==> src/verilog/pfsc_defs.svh <==
`ifndef PFSC_DEFS_SVH
`define PFSC_DEFS_SVH
// Timing
`define PFSC_CLK_PERIOD_NS 8
`define PFSC_NS_PER_MS 1000000
`define PFSC_CYC_PER_MS (`PFSC_NS_PER_MS / `PFSC_CLK_PERIOD_NS)
`define PFSC_PG_DELAY_MS 4
`define PFSC_RETRY_MS 70
`define PFSC_START_DELAY_MS 5
`define PFSC_RAMP_MS 5
// Register word offsets
`define PFSC_REG_CTRL 8'h00
`define PFSC_REG_UV_LIM 8'h01
`define PFSC_REG_OV_LIM 8'h02
`define PFSC_REG_OC_LIM 8'h03
`define PFSC_REG_OT_LIM 8'h04
`define PFSC_REG_ILV 8'h05
`define PFSC_REG_STATUS 8'h06
`define PFSC_REG_VOUT_CMD 8'h07
`define PFSC_REG_READ_VIN 8'h08
`define PFSC_REG_READ_VOUT 8'h09
`define PFSC_REG_READ_IOUT 8'h0A
`define PFSC_REG_READ_TEMP 8'h0B
`define PFSC_REG_READ_DUTY 8'h0C
`define PFSC_REG_READ_FREQ 8'h0D
`define PFSC_REG_READ_VMON 8'h0E
`define PFSC_REG_STRAP 8'h0F
`define PFSC_REG_STATE 8'h10
// Field positions
`define PFSC_CTRL_ON 0
`define PFSC_ILV_OVR 4
`define PFSC_FLT_UV 0
`define PFSC_FLT_OV 1
`define PFSC_FLT_OC 2
`define PFSC_FLT_OT 3
// Reset values, voltages in 10 mV steps, temperature in degrees C
`define PFSC_CTRL_RST 1'b1
`define PFSC_OT_RST 12'h073
`define PFSC_VOUT_RST 12'h064
`define PFSC_OC_RST 12'h0F0
// Undervoltage limits
`define PFSC_UV_MIN 12'h1A2
`define PFSC_UV_MAX 12'h640
`define PFSC_UV_4V20 12'h1A4
`define PFSC_UV_4V50 12'h1C2
`define PFSC_UV_4V59 12'h1CB
`define PFSC_UV_5V06 12'h1FA
`define PFSC_UV_5V57 12'h22D
`define PFSC_UV_6V13 12'h265
`define PFSC_UV_6V75 12'h2A3
`define PFSC_UV_7V42 12'h2E6
`define PFSC_UV_8V18 12'h332
`define PFSC_UV_10V8 12'h438
// Address strap
`define PFSC_ADDR_BASE 7'h19
`define PFSC_GRP1_IDX 6'h11
`define PFSC_ADDR_LAST_IDX 6'h20
// Overvoltage default 115 percent of target
`define PFSC_OV_NUM 115
`define PFSC_OV_DEN 100
`endif

==> src/verilog/pfsc_pkg.sv <==
package pfsc_pkg;
  typedef enum logic [2:0] {
    PFSC_OFF = 3'b000,
    PFSC_DELAY = 3'b001,
    PFSC_RAMP = 3'b010,
    PFSC_ON = 3'b011,
    PFSC_RETRY = 3'b100
  } pfsc_fsm_t;

  // Telemetry words from the on-chip converter, same clock
  typedef struct packed {
    logic [11:0] vin;
    logic [11:0] vsense;
    logic [11:0] iout;
    logic [11:0] ipeak;
    logic [11:0] temp;
    logic [11:0] duty;
    logic [11:0] freq;
    logic [11:0] vmon;
  } pfsc_tlm_t;

  // Strap resistor codes from the strap converter, same clock
  typedef struct packed {
    logic [4:0] uv_code;
    logic [5:0] addr_code;
  } pfsc_strap_t;

  typedef struct packed {
    pfsc_fsm_t fsm;
    logic [23:0] cnt;
    logic [23:0] pg_cnt;
    logic pg;
    logic drv;
    logic strap_done;
    logic [6:0] addr;
    logic grp;
    logic on;
    logic [11:0] uv_lim;
    logic [11:0] ov_lim;
    logic ov_ovr;
    logic [11:0] oc_lim;
    logic [11:0] ot_lim;
    logic [11:0] vout_cmd;
    logic [4:0] ilv;
    logic [3:0] phase;
    logic [3:0] flt;
    logic [11:0] pre;
    logic pre_hi;
    logic [11:0] vref;
    logic [15:0] rdata;
  } pfsc_state_t;
endpackage

==> src/verilog/pfsc_core.sv <==
// Summary of operation
// - Undervoltage limit settable 4.2V to 10.8V by strap, 4.18V to 16V by register.
// - Undervoltage strap decode: open 4.2V, low straps 4.5V, high 10.8V.
// - Input at undervoltage limit drops the drivers at once.
// - After undervoltage shutdown stay off until the fault flag is cleared.
// - Address strap decodes to 19h..29h, then 19h..28h.
// - Same strap picks voltage group: up to 46.4k group 0, else 1.
// - Overvoltage limit defaults to 115 percent of target, reprogrammable.
// - Sense above overvoltage limit shuts down, no retry.
// - Output voltage sampled before the ramp starts.
// - Prebias below target: reference starts at prebias, ramps to target.
// - Below-target ramp lasts the configured ramp time, whatever prebias.
// - Prebias above target: drivers run at the prebias voltage.
// - Above target: after ramp time, power good, then ramp down.
// - Prebias above overvoltage limit: no turn-on, overvoltage fault.
// - Peak current limit from input, frequency, output; average by register.
// - Overcurrent shuts down and retries every 70ms.
// - Over-temperature limit resets to 115C, reprogrammable.
// - Temperature above limit shuts down, no retry.
// - Phase offset is address low nibble times 22.5 degrees.
// - Interleave register overrides the address-derived phase.
// - Telemetry readable: vin, vout, iout, temp, duty, freq, monitor.
// - Power good waits 4ms after its conditions hold.
`timescale 1ns/100ps
`include "pfsc_defs.svh"

module pfsc_core
  import pfsc_pkg::*;
#(
  parameter int DELAY_CYC = `PFSC_START_DELAY_MS * `PFSC_CYC_PER_MS,
  parameter int RAMP_CYC = `PFSC_RAMP_MS * `PFSC_CYC_PER_MS,
  parameter int PG_DELAY_CYC = `PFSC_PG_DELAY_MS * `PFSC_CYC_PER_MS,
  parameter int RETRY_CYC = `PFSC_RETRY_MS * `PFSC_CYC_PER_MS,
  parameter int RIPPLE_K = 256
) (
  input wire logic core_clk_in, // 125 MHz core clock
  input wire logic reset_in, // Synchronous, active high
  input wire logic ce_in, // Freezes all state when low
  input wire pfsc_strap_t strap_in, // Strap resistor codes
  input wire pfsc_tlm_t tlm_in, // Telemetry words
  input wire logic [7:0] addr_in, // Register word offset
  input wire logic [15:0] wdata_in, // Register write data
  input wire logic wr_in, // Write strobe
  input wire logic rd_in, // Read strobe
  output logic [15:0] rdata_out, // Read data, cycle after strobe
  output logic drivers_en_out, // Both power drivers enabled
  output logic [11:0] vref_out, // Internal target voltage
  output logic power_good_out, // Power good, active high
  output logic [6:0] bus_addr_out, // Decoded bus address
  output logic voltage_set_group_out, // Decoded voltage-set group
  output logic [3:0] phase_offset_out, // Phase in 22.5 degree steps
  output logic [3:0] fault_flags_out // Sticky uv, ov, oc, ot
);
  localparam pfsc_state_t ST_RST = '{fsm: PFSC_OFF, on: `PFSC_CTRL_RST,
    ot_lim: `PFSC_OT_RST, vout_cmd: `PFSC_VOUT_RST,
    oc_lim: `PFSC_OC_RST, uv_lim: `PFSC_UV_4V50, default: '0};

  pfsc_state_t st_q;
  pfsc_state_t st_d;
  logic [11:0] ov_dflt;
  logic [11:0] ov_eff;
  logic [11:0] pk_lim;
  logic [31:0] rip_num;
  logic [31:0] rip_den;
  logic [31:0] rip;
  logic uv_now;
  logic ov_now;
  logic oc_now;
  logic ot_now;
  logic trip_now;

  // Strap code 0 open, 1 rail, 2 ground, 3.. ascending resistors
  function automatic logic [11:0] uv_decode(input logic [4:0] code);
    case (code)
      5'h00: uv_decode = `PFSC_UV_4V20;
      5'h0B: uv_decode = `PFSC_UV_4V20;
      5'h0C: uv_decode = `PFSC_UV_4V59;
      5'h0D: uv_decode = `PFSC_UV_5V06;
      5'h0E: uv_decode = `PFSC_UV_5V57;
      5'h0F: uv_decode = `PFSC_UV_6V13;
      5'h10: uv_decode = `PFSC_UV_6V75;
      5'h11: uv_decode = `PFSC_UV_7V42;
      5'h12: uv_decode = `PFSC_UV_8V18;
      default: uv_decode = (code > 5'h12) ? `PFSC_UV_10V8 : `PFSC_UV_4V50;
    endcase
  endfunction

  // Index in table order; out-of-range codes act as the last entry (index 20h)
  function automatic logic [7:0] addr_decode(input logic [5:0] code);
    logic [5:0] idx;
    idx = (code > `PFSC_ADDR_LAST_IDX) ? `PFSC_ADDR_LAST_IDX : code;
    if (idx >= `PFSC_GRP1_IDX) begin
      addr_decode = {1'b1, `PFSC_ADDR_BASE +
        7'(idx - `PFSC_GRP1_IDX)};
    end else begin
      addr_decode = {1'b0, `PFSC_ADDR_BASE + 7'(idx)};
    end
  endfunction

  function automatic logic [11:0] uv_clamp(input logic [11:0] v);
    if (v < `PFSC_UV_MIN) begin
      uv_clamp = `PFSC_UV_MIN;
    end else if (v > `PFSC_UV_MAX) begin
      uv_clamp = `PFSC_UV_MAX;
    end else begin
      uv_clamp = v;
    end
  endfunction

  assign ov_dflt = 12'((32'(st_q.vout_cmd) * `PFSC_OV_NUM) / `PFSC_OV_DEN);
  assign ov_eff = st_q.ov_ovr ? st_q.ov_lim : ov_dflt;

  // ripple from live vin, switching frequency and commanded vout
  always_comb begin
    rip_num = '0;
    if (tlm_in.vin > st_q.vout_cmd) begin
      rip_num = 32'(tlm_in.vin - st_q.vout_cmd) * 32'(st_q.vout_cmd) *
        32'(RIPPLE_K);
    end
    rip_den = 32'(tlm_in.vin) * 32'(tlm_in.freq);
    rip = (rip_den == '0) ? '0 : rip_num / rip_den;
  end
  assign pk_lim = 12'(32'(st_q.oc_lim) + (rip >> 1));

  assign uv_now = tlm_in.vin <= st_q.uv_lim;
  assign ov_now = tlm_in.vsense > ov_eff;
  assign ot_now = tlm_in.temp > st_q.ot_lim;
  assign oc_now = (tlm_in.iout > st_q.oc_lim) || (tlm_in.ipeak > pk_lim);
  assign trip_now = uv_now || ov_now || ot_now || oc_now;

  always_comb begin
    logic [3:0] flt_set;
    logic [3:0] flt_clr;
    logic running;
    st_d = st_q;
    flt_set = '0;
    flt_clr = '0;
    running = st_q.fsm inside {PFSC_DELAY, PFSC_RAMP, PFSC_ON};
    if (!st_q.strap_done) begin
      st_d.strap_done = 1'b1;
      st_d.uv_lim = uv_decode(strap_in.uv_code);
      {st_d.grp, st_d.addr} = addr_decode(strap_in.addr_code);
    end
    if (wr_in) begin
      case (addr_in)
        `PFSC_REG_CTRL: st_d.on = wdata_in[`PFSC_CTRL_ON];
        `PFSC_REG_UV_LIM: st_d.uv_lim = uv_clamp(wdata_in[11:0]);
        `PFSC_REG_OV_LIM: begin
          st_d.ov_lim = wdata_in[11:0];
          st_d.ov_ovr = 1'b1;
        end
        `PFSC_REG_OC_LIM: st_d.oc_lim = wdata_in[11:0];
        `PFSC_REG_OT_LIM: st_d.ot_lim = wdata_in[11:0];
        `PFSC_REG_ILV: st_d.ilv = wdata_in[4:0];
        `PFSC_REG_STATUS: flt_clr = wdata_in[3:0];
        `PFSC_REG_VOUT_CMD: st_d.vout_cmd = wdata_in[11:0];
        default: ;
      endcase
    end
    st_d.phase = st_q.ilv[`PFSC_ILV_OVR] ? st_q.ilv[3:0] : st_q.addr[3:0];
    st_d.pg_cnt = '0;
    st_d.pg = 1'b0;
    unique case (st_q.fsm)
      PFSC_OFF: begin
        st_d.drv = 1'b0;
        // restart only once latched uv, ov and ot faults are cleared
        if (st_q.on && st_q.strap_done && !uv_now &&
            !st_q.flt[`PFSC_FLT_UV] && !st_q.flt[`PFSC_FLT_OV] &&
            !st_q.flt[`PFSC_FLT_OT]) begin
          st_d.fsm = PFSC_DELAY;
          st_d.cnt = '0;
        end
      end
      PFSC_DELAY: begin
        // keep sampling until the delay ends
        st_d.pre = tlm_in.vsense;
        st_d.cnt = st_q.cnt + 24'h000001;
        if (st_q.cnt == 24'(DELAY_CYC - 1)) begin
          st_d.cnt = '0;
          if (tlm_in.vsense > ov_eff) begin
            flt_set[`PFSC_FLT_OV] = 1'b1;
            st_d.fsm = PFSC_OFF;
          end else begin
            st_d.pre_hi = tlm_in.vsense > st_q.vout_cmd;
            st_d.vref = tlm_in.vsense;
            st_d.drv = 1'b1;
            st_d.fsm = PFSC_RAMP;
          end
        end
      end
      PFSC_RAMP: begin
        st_d.cnt = st_q.cnt + 24'h000001;
        // slope scaled so the ramp always spans RAMP_CYC
        if (!st_q.pre_hi && st_q.vout_cmd > st_q.pre) begin
          st_d.vref = st_q.pre + 12'((32'(st_q.vout_cmd - st_q.pre) *
            32'(st_d.cnt)) / RAMP_CYC);
        end
        if (st_q.cnt == 24'(RAMP_CYC - 1)) begin
          st_d.cnt = '0;
          st_d.fsm = PFSC_ON;
          if (!st_q.pre_hi) begin
            st_d.vref = st_q.vout_cmd;
          end
        end
      end
      PFSC_ON: begin
        st_d.pg = st_q.pg;
        st_d.pg_cnt = st_q.pg_cnt;
        if (st_q.pg_cnt == 24'(PG_DELAY_CYC - 1)) begin
          st_d.pg = 1'b1;
        end else begin
          st_d.pg_cnt = st_q.pg_cnt + 24'h000001;
        end
        // ramp down only after power good
        if (st_q.vref > st_q.vout_cmd) begin
          if (st_q.pg) begin
            st_d.vref = st_q.vref - 12'h001;
          end
        end else begin
          st_d.vref = st_q.vout_cmd;
        end
      end
      PFSC_RETRY: begin
        st_d.drv = 1'b0;
        st_d.cnt = st_q.cnt + 24'h000001;
        if (!st_q.on) begin
          st_d.fsm = PFSC_OFF;
        end else if (st_q.cnt == 24'(RETRY_CYC - 1)) begin
          st_d.cnt = '0;
          st_d.fsm = PFSC_DELAY;
        end
      end
      default: begin
        st_d.fsm = PFSC_OFF;
        st_d.drv = 1'b0;
      end
    endcase
    if (running) begin
      if (uv_now || ov_now || ot_now) begin
        flt_set[`PFSC_FLT_UV] = uv_now;
        flt_set[`PFSC_FLT_OV] = ov_now;
        flt_set[`PFSC_FLT_OT] = ot_now;
        st_d.fsm = PFSC_OFF;
        st_d.drv = 1'b0;
        st_d.pg = 1'b0;
      end else if (oc_now) begin
        flt_set[`PFSC_FLT_OC] = 1'b1;
        st_d.fsm = PFSC_RETRY;
        st_d.cnt = '0;
        st_d.drv = 1'b0;
        st_d.pg = 1'b0;
      end else if (!st_q.on) begin
        st_d.fsm = PFSC_OFF;
        st_d.drv = 1'b0;
        st_d.pg = 1'b0;
      end
    end
    // New faults win over a clear in the same cycle
    st_d.flt = (st_q.flt & ~flt_clr) | flt_set;
    st_d.rdata = '0;
    if (rd_in) begin
      case (addr_in)
        `PFSC_REG_CTRL: st_d.rdata = {15'h0000, st_q.on};
        `PFSC_REG_UV_LIM: st_d.rdata = {4'h0, st_q.uv_lim};
        `PFSC_REG_OV_LIM: st_d.rdata = {4'h0, ov_eff};
        `PFSC_REG_OC_LIM: st_d.rdata = {4'h0, st_q.oc_lim};
        `PFSC_REG_OT_LIM: st_d.rdata = {4'h0, st_q.ot_lim};
        `PFSC_REG_ILV: st_d.rdata = {11'h000, st_q.ilv};
        `PFSC_REG_STATUS: st_d.rdata = {12'h000, st_q.flt};
        `PFSC_REG_VOUT_CMD: st_d.rdata = {4'h0, st_q.vout_cmd};
        `PFSC_REG_READ_VIN: st_d.rdata = {4'h0, tlm_in.vin};
        `PFSC_REG_READ_VOUT: st_d.rdata = {4'h0, tlm_in.vsense};
        `PFSC_REG_READ_IOUT: st_d.rdata = {4'h0, tlm_in.iout};
        `PFSC_REG_READ_TEMP: st_d.rdata = {4'h0, tlm_in.temp};
        `PFSC_REG_READ_DUTY: st_d.rdata = {4'h0, tlm_in.duty};
        `PFSC_REG_READ_FREQ: st_d.rdata = {4'h0, tlm_in.freq};
        `PFSC_REG_READ_VMON: st_d.rdata = {4'h0, tlm_in.vmon};
        `PFSC_REG_STRAP: st_d.rdata = {8'h00, st_q.grp, st_q.addr};
        `PFSC_REG_STATE: st_d.rdata = {11'h000, st_q.pg, st_q.drv,
          st_q.fsm};
        default: st_d.rdata = '0;
      endcase
    end
  end

  always_ff @(posedge core_clk_in) begin
    if (reset_in) begin
      st_q <= ST_RST;
    end else if (ce_in) begin
      st_q <= st_d;
    end
  end

  // combinational gate so a trip cuts drive in its own cycle
  assign drivers_en_out = st_q.drv && !trip_now;
  assign rdata_out = st_q.rdata;
  assign vref_out = st_q.vref;
  assign power_good_out = st_q.pg;
  assign bus_addr_out = st_q.addr;
  assign voltage_set_group_out = st_q.grp;
  assign phase_offset_out = st_q.phase;
  assign fault_flags_out = st_q.flt;
endmodule

==> config.mk <==
export PLATFORM = sky130hd
export DESIGN_NAME = pfsc_core
export DESIGN_NICKNAME = d
export VERILOG_FILES = /design/src/verilog/pfsc_pkg.sv /design/src/verilog/pfsc_core.sv
export VERILOG_INCLUDE_DIRS = /design/src /design/src/verilog
export SDC_FILE = /design/constraint.sdc
export NUM_CORES = 2
export LEC_CHECK = 0
export BUFFER_PORTS_ARGS = -buffer_cell sky130_fd_sc_hd__buf_2
export CAP_MARGIN = 20
export CORE_ASPECT_RATIO = 1.75
export CORE_MARGIN = 2
export CORE_UTILIZATION = 34
export DETAILED_ROUTE_END_ITERATION = 8
export PLACE_DENSITY = 0.58
export SYNTH_ARGS = -nofsm -noshare
export SYNTH_HDL_FRONTEND = slang
export SYNTH_SLANG_ARGS = --single-unit
==> constraint.sdc <==
create_clock -name core_clk_in -period 401.6 [get_ports core_clk_in]
set_input_delay 40.16 -clock core_clk_in [delete_from_list [all_inputs] [get_ports core_clk_in]]
set_output_delay 40.16 -clock core_clk_in [all_outputs]
set_load 0.02 [all_outputs]
# Word level (Yosys, flattened, before mapping)
# Cells that the tools add are included.
[classes]
n_bitwise = 5
n_eq_ne = 35
mul = 4
n_mux = 63
order_cmp = 14
add_sub_neg = 10
reduce_logical = 35
div = 3
[op_table]
columns = ["op", "n"]
rows = [
  ["one-hot mux 12 bit (17 select lines)", 1],
  ["2-to-1 mux 12 bit", 16],
  ["2-to-1 mux 27 bit", 5],
  ["greater-than comparator 12 bit", 8],
  ["2-to-1 mux 24 bit", 4],
  ["one-hot mux 24 bit (4 select lines)", 1],
  ["one-hot mux 11 bit (8 select lines)", 1],
  ["2-to-1 mux 66 bit", 1],
  ["== test 8 x 4 -> 1 bit (second input constant)", 8],
  ["adder 24 x 1 -> 24 bit (second input constant)", 2],
  ["one-hot mux 12 bit (3 select lines)", 1],
  ["divider 19 x 7 -> 32 bit (second input constant)", 1],
  ["divider 32 x 20 -> 32 bit (second input constant)", 1],
  ["divider 32 x 24 -> 32 bit", 1],
  ["== test 8 x 3 -> 1 bit (second input constant)", 4],
  ["multiplier 13 x 25 -> 32 bit", 1],
  ["2-to-1 mux 32 bit", 1],
  ["2-to-1 mux 13 bit", 2],
  ["subtractor 12 x 12 -> 13 bit", 2],
  ["== test 5 x 4 -> 1 bit (second input constant)", 5],
  ["2-to-1 mux 25 bit", 1],
  ["adder 12 bit", 2],
  ["== test 24 x 19 -> 1 bit (second input constant)", 1],
  ["== test 24 x 20 -> 1 bit (second input constant)", 1],
  ["other kinds (51)", 98],
]
[word_totals]
regBits = 178
word_cells = 191
in_bits = 136

# Longest topological paths before layout
[logic_depth]
depth_word = 12
ltp_mapped = 751

# Worst setup path after synthesis
# OpenSTA, ideal clock, no wires.
[synth_timing]
path_kind = "in2out"
startpoint = "input port tlm_in[84] in the netlist's numbering"
endpoint = "output port drivers_en_out"
cell_stages = 741
arrival_ns = 162.640
setup_slack_ns = 198.800
path_buffers = 49
path_cell_list = "clkbuf_1 inv_1 ha_1 inv_1 fa_1 nand2_1 nand2_1 a21oi_1 inv_1 nand2_1 nand2_1 a21oi_1 o21ai_0 a21oi_1 xnor2_1 clkbuf_1 and2_1 fa_1 (+705 left out) a21o_1 a21oi_1 o21bai_1 a21oi_1 o21bai_1 a21oi_1 o21bai_1 a21oi_1 o21bai_1 a21oi_1 xnor2_1 xnor2_1 ha_1 nand4_1 nor3_1 a2111oi_0 o22a_1 and4_1"
[synth_between]
elab_chain_len = 11
word_cells_on_any_way = 17
cone_classes = "add/sub (2); mul (2); div (1); order compare (3); mux (2); reduce/logical (7)"
[synth_rtl]
columns = ["element", "line", "text"]
rows = [
  ["from (decl)", "pfsc_core.sv:40", "input wire pfsc_tlm_t tlm_in,"],
  ["subtractor 12 x 12 -> 13 bit", "pfsc_core.sv:117", "rip_num = 32'(tlm_in.vin - st_q.vout_cmd) * 32'(st_q.vout_cmd) *"],
  ["multiplier 13 x 13 -> 24 bit", "pfsc_core.sv:117", ""],
  ["2-to-1 mux 32 bit", "pfsc_core.sv:116", "if (tlm_in.vin > st_q.vout_cmd) begin"],
  ["divider 32 x 24 -> 32 bit", "pfsc_core.sv:121", "rip = (rip_den == '0) ? '0 : rip_num / rip_den;"],
  ["2-to-1 mux 13 bit", "pfsc_core.sv:121", ""],
  ["adder 12 bit", "pfsc_core.sv:123", "assign pk_lim = 12'(32'(st_q.oc_lim) + (rip >> 1));"],
  ["greater-than comparator 12 bit", "pfsc_core.sv:128", "assign oc_now = (tlm_in.iout > st_q.oc_lim) || (tlm_in.ipeak > pk_lim);"],
  ["logical OR 1 bit", "pfsc_core.sv:128", ""],
  ["logical OR 1 bit (*)", "pfsc_core.sv:129", "assign trip_now = uv_now || ov_now || ot_now || oc_now;"],
  ["logical NOT 1 bit (*)", "pfsc_core.sv:295", "assign drivers_en_out = st_q.drv && !trip_now;"],
  ["logical AND 1 bit (*)", "pfsc_core.sv:295", ""],
  ["to (decl)", "pfsc_core.sv:46", "output logic drivers_en_out,"],
]
# Mark *: on every way between the ends. The rest lies on a longest branch, timed or not.

# Worst setup path in the final report
# Ends and elaborated chain as after synthesis.

==> impl_metrics.csv <==
group,metric,value,unit
finish,final_cell_mix,"nand2_1, inv_1, ha_1, nor2_1, a21oi_1",
clock_tree,cts_tree,"yes",
clock_tree,numCtsBuffers,17,
floorplanning,coreArea,0.197,sq mm
critical_path,rrSetupSlack,265.76,ns
floorplanning,die_area,0.202,sq mm
sta,finalMaxSlewViolations,0,
finish,fin_nets,10500,
global_route,grt_overflow,0,
sta,finClkSkew,0.0149,ns
yosys,synth_ff_type,"dfxtp_1",
global_route,grt_max_degree,90,
clock_tree,cts_sinks,174,
clock_tree,hold_buffers,0,
yosys,synth_top_area_frac,0.159,
floorplanning,fp.dieH,593,um
outcome,status,"completed",
floorplanning,num_rows,216,
routing,wl,245,mm
critical_path,start_kind,"input port",
routing,viasPerCell,5.72,
critical_path,reg2reg_depth,708,
finish,fin_util,0.362,
place,dpl.hpwl,202,mm
critical_path,path_delay_family,"compound AO/OA/AOI/OAI gates",
critical_path,r2r_end,"st_q[155]",
yosys,synth_area_leaders,"ha_1, fa_1, nand2_1, dfxtp_1, inv_1",
yosys,yosysUniqueCellTypes,157,
critical_path,arrival,175.49,ns
critical_path,cp_common_cell,"o21a_1",
yosys,netlist_area,0.0673,sq mm
sta,final.min_clock_period,215.65,ns
critical_path,worstReg2RegStart,"st_q[56]",
yosys,yosysWarningCount,0,
routing,firstDrtPassIters,6,
critical_path,required,361.44,ns
clock_tree,cts_setup_buffers,0,
run,cap_viol_max_count,0,
finish,syn2layout_area_growth,6.10,%
place,portBuffers,173,
critical_path,cp-end-kind,"output pin",
clock_tree,root_buffer,"clkbuf_16",
sta,rsz0062_at_grt,"false",
routing,drc,0,
worst_hold_path,min_from,"st_q[102]",
clock_tree,clock_latency,0.50,ns
critical_path,critPathBufInv,50,
sta,whs,0.458,ns
sta,period_share,0.537,
routing,wire_per_inst,21.0,um
finish,drive_gt1_frac,0.0770,
yosys,synthCells,9050,
sta,fin_tns_setup,0,ns
routing,detail-route-antenna-nets,0,
clock_tree,cts.path.max_buffers,2,
worst_hold_path,hp-class,"reg -> reg",
critical_path,cp_max_fo,45,
sta,max_clock_freq,0.00464,GHz
sta,hold_viol,0,
routing,drtIter0Drc,3752,
sta,slew_headroom,0.244,
floorplanning,start_util,0.341,
yosys,avgSynthCellArea,7.44,sq um
clock_tree,htreeDepth,4,
sta,worst_pin_slew,1.13,ns
routing,vias,66500,
clock_tree,cts_resized,0,
critical_path,cp_slowest_cell,"xor2_1",
sta,setup_violations,0,
yosys,ys_async_sr_fraction,0,
global_route,grt_usage,0.239,
critical_path,max_stage_delay,0.77,ns
finish,layout_commonest_cell,"nand2_1",
critical_path,worstSetupPathType,"in -> out",
floorplanning,ios,182,
critical_path,crit_start,"tlm_in[84]",
worst_hold_path,holdPathStages,2,
floorplanning,die_x,340,um
yosys,synth_seq_area_share,0.0517,
global_route,grt_antenna_before_repair,31,
worst_hold_path,holdPathEnd,"st_q[102]",
yosys,yosysTopAreaCell,"ha_1",
place,gp_congestion,0.981,
global_route,grt_pass1_wl,378,mm
yosys,ys_ff_latch,174,
yosys,synth-edff-count,0,
global_route,first_global_vias,67800,
clock_tree,path_clk_slew,0.07,ns
metal layers:
metal  global-route usage  wire length [um]  vias up
met3               0.0399             15100      693
met5                    0               202        -
met1                0.248             88200    32300
li1                     -                 -    31600
met4                0.137             16300       30
met2                0.448            125000     1893
how the worst max path moves through the flow:
stage	to	slack [ns]	cells past startpoint
floorplan	drivers_en_out	198.80	1188
global placement	drivers_en_out	188.75	703
detailed placement	drivers_en_out	187.02	704
CTS	drivers_en_out	186.37	704
global route	drivers_en_out	174.04	709
finish	drivers_en_out	185.95	704
cell families after synthesis:
family | after synthesis | share of synthesized area
AO/OA/AOI/OAI | 2297 | 0.232
XOR/XNOR | 495 | 0.0656
adder cells (fa/ha/maj) | 1368 | 0.310
buffers and inverters | 1269 | 0.0761
flip-flops | 174 | 0.0517
multiplexers | 228 | 0.0381
other | 1 | 0.0000557
AND/OR/NAND/NOR | 3218 | 0.226
sequential cells by signal (all words and copies together) (netlist names):
signal                 flops
bus_addr_out               7
fault_flags_out            4
phase_offset_out           4
power_good_out             1
rdata_out                 12
st_q                     133
voltage_set_group_out      1
vref_out                  12
area by class of cell:
cell class	instances	area (sq um)
multi-input combinational	7610	59000
tap	2616	3270
sequential	174	3480
clock buffer	18	429
timing repair buffer	301	1830
inverter	872	3280
clock inverter	14	150
antenna	15	37.5
fill	20900	126000
Yosys cell counts, types with 93 or more instances:
cell type     n
clkbuf_1    271
inv_1       862
a21o_1      165
and2_1      224
nor2_1      792
nand4_1      97
o31ai_1     138
o21a_1      257
nor3_1      354
nand2b_1    142
nor2b_1      93
mux2_2      133
fa_1        505
dfxtp_1     174
nand3_1     144
xor2_1      162
nand2_1    1038
ha_1        855
a21oi_1     562
xnor2_1     324
o21ai_0     414
per-stage QoR:
step                      setup WS [ns]  cells  area, sq um
after CTS                        186.37  11600        71400
after global placement           188.75  11600        70800
after global routing             174.04  11600        71400
after floorplan                  198.80   9053        67300
after detailed placement         187.02  11600        70800
final                            185.95  11600        71400
tightest hold or removal path, cell delays in order (launching register included):
cell and delay (ns):
dfxtp_1 0.31, nand2_1 0.05, a21oi_1 0.05
Power is not shown: default switching activity piles up to over one toggle a cycle in this logic, so the estimate is an artifact.
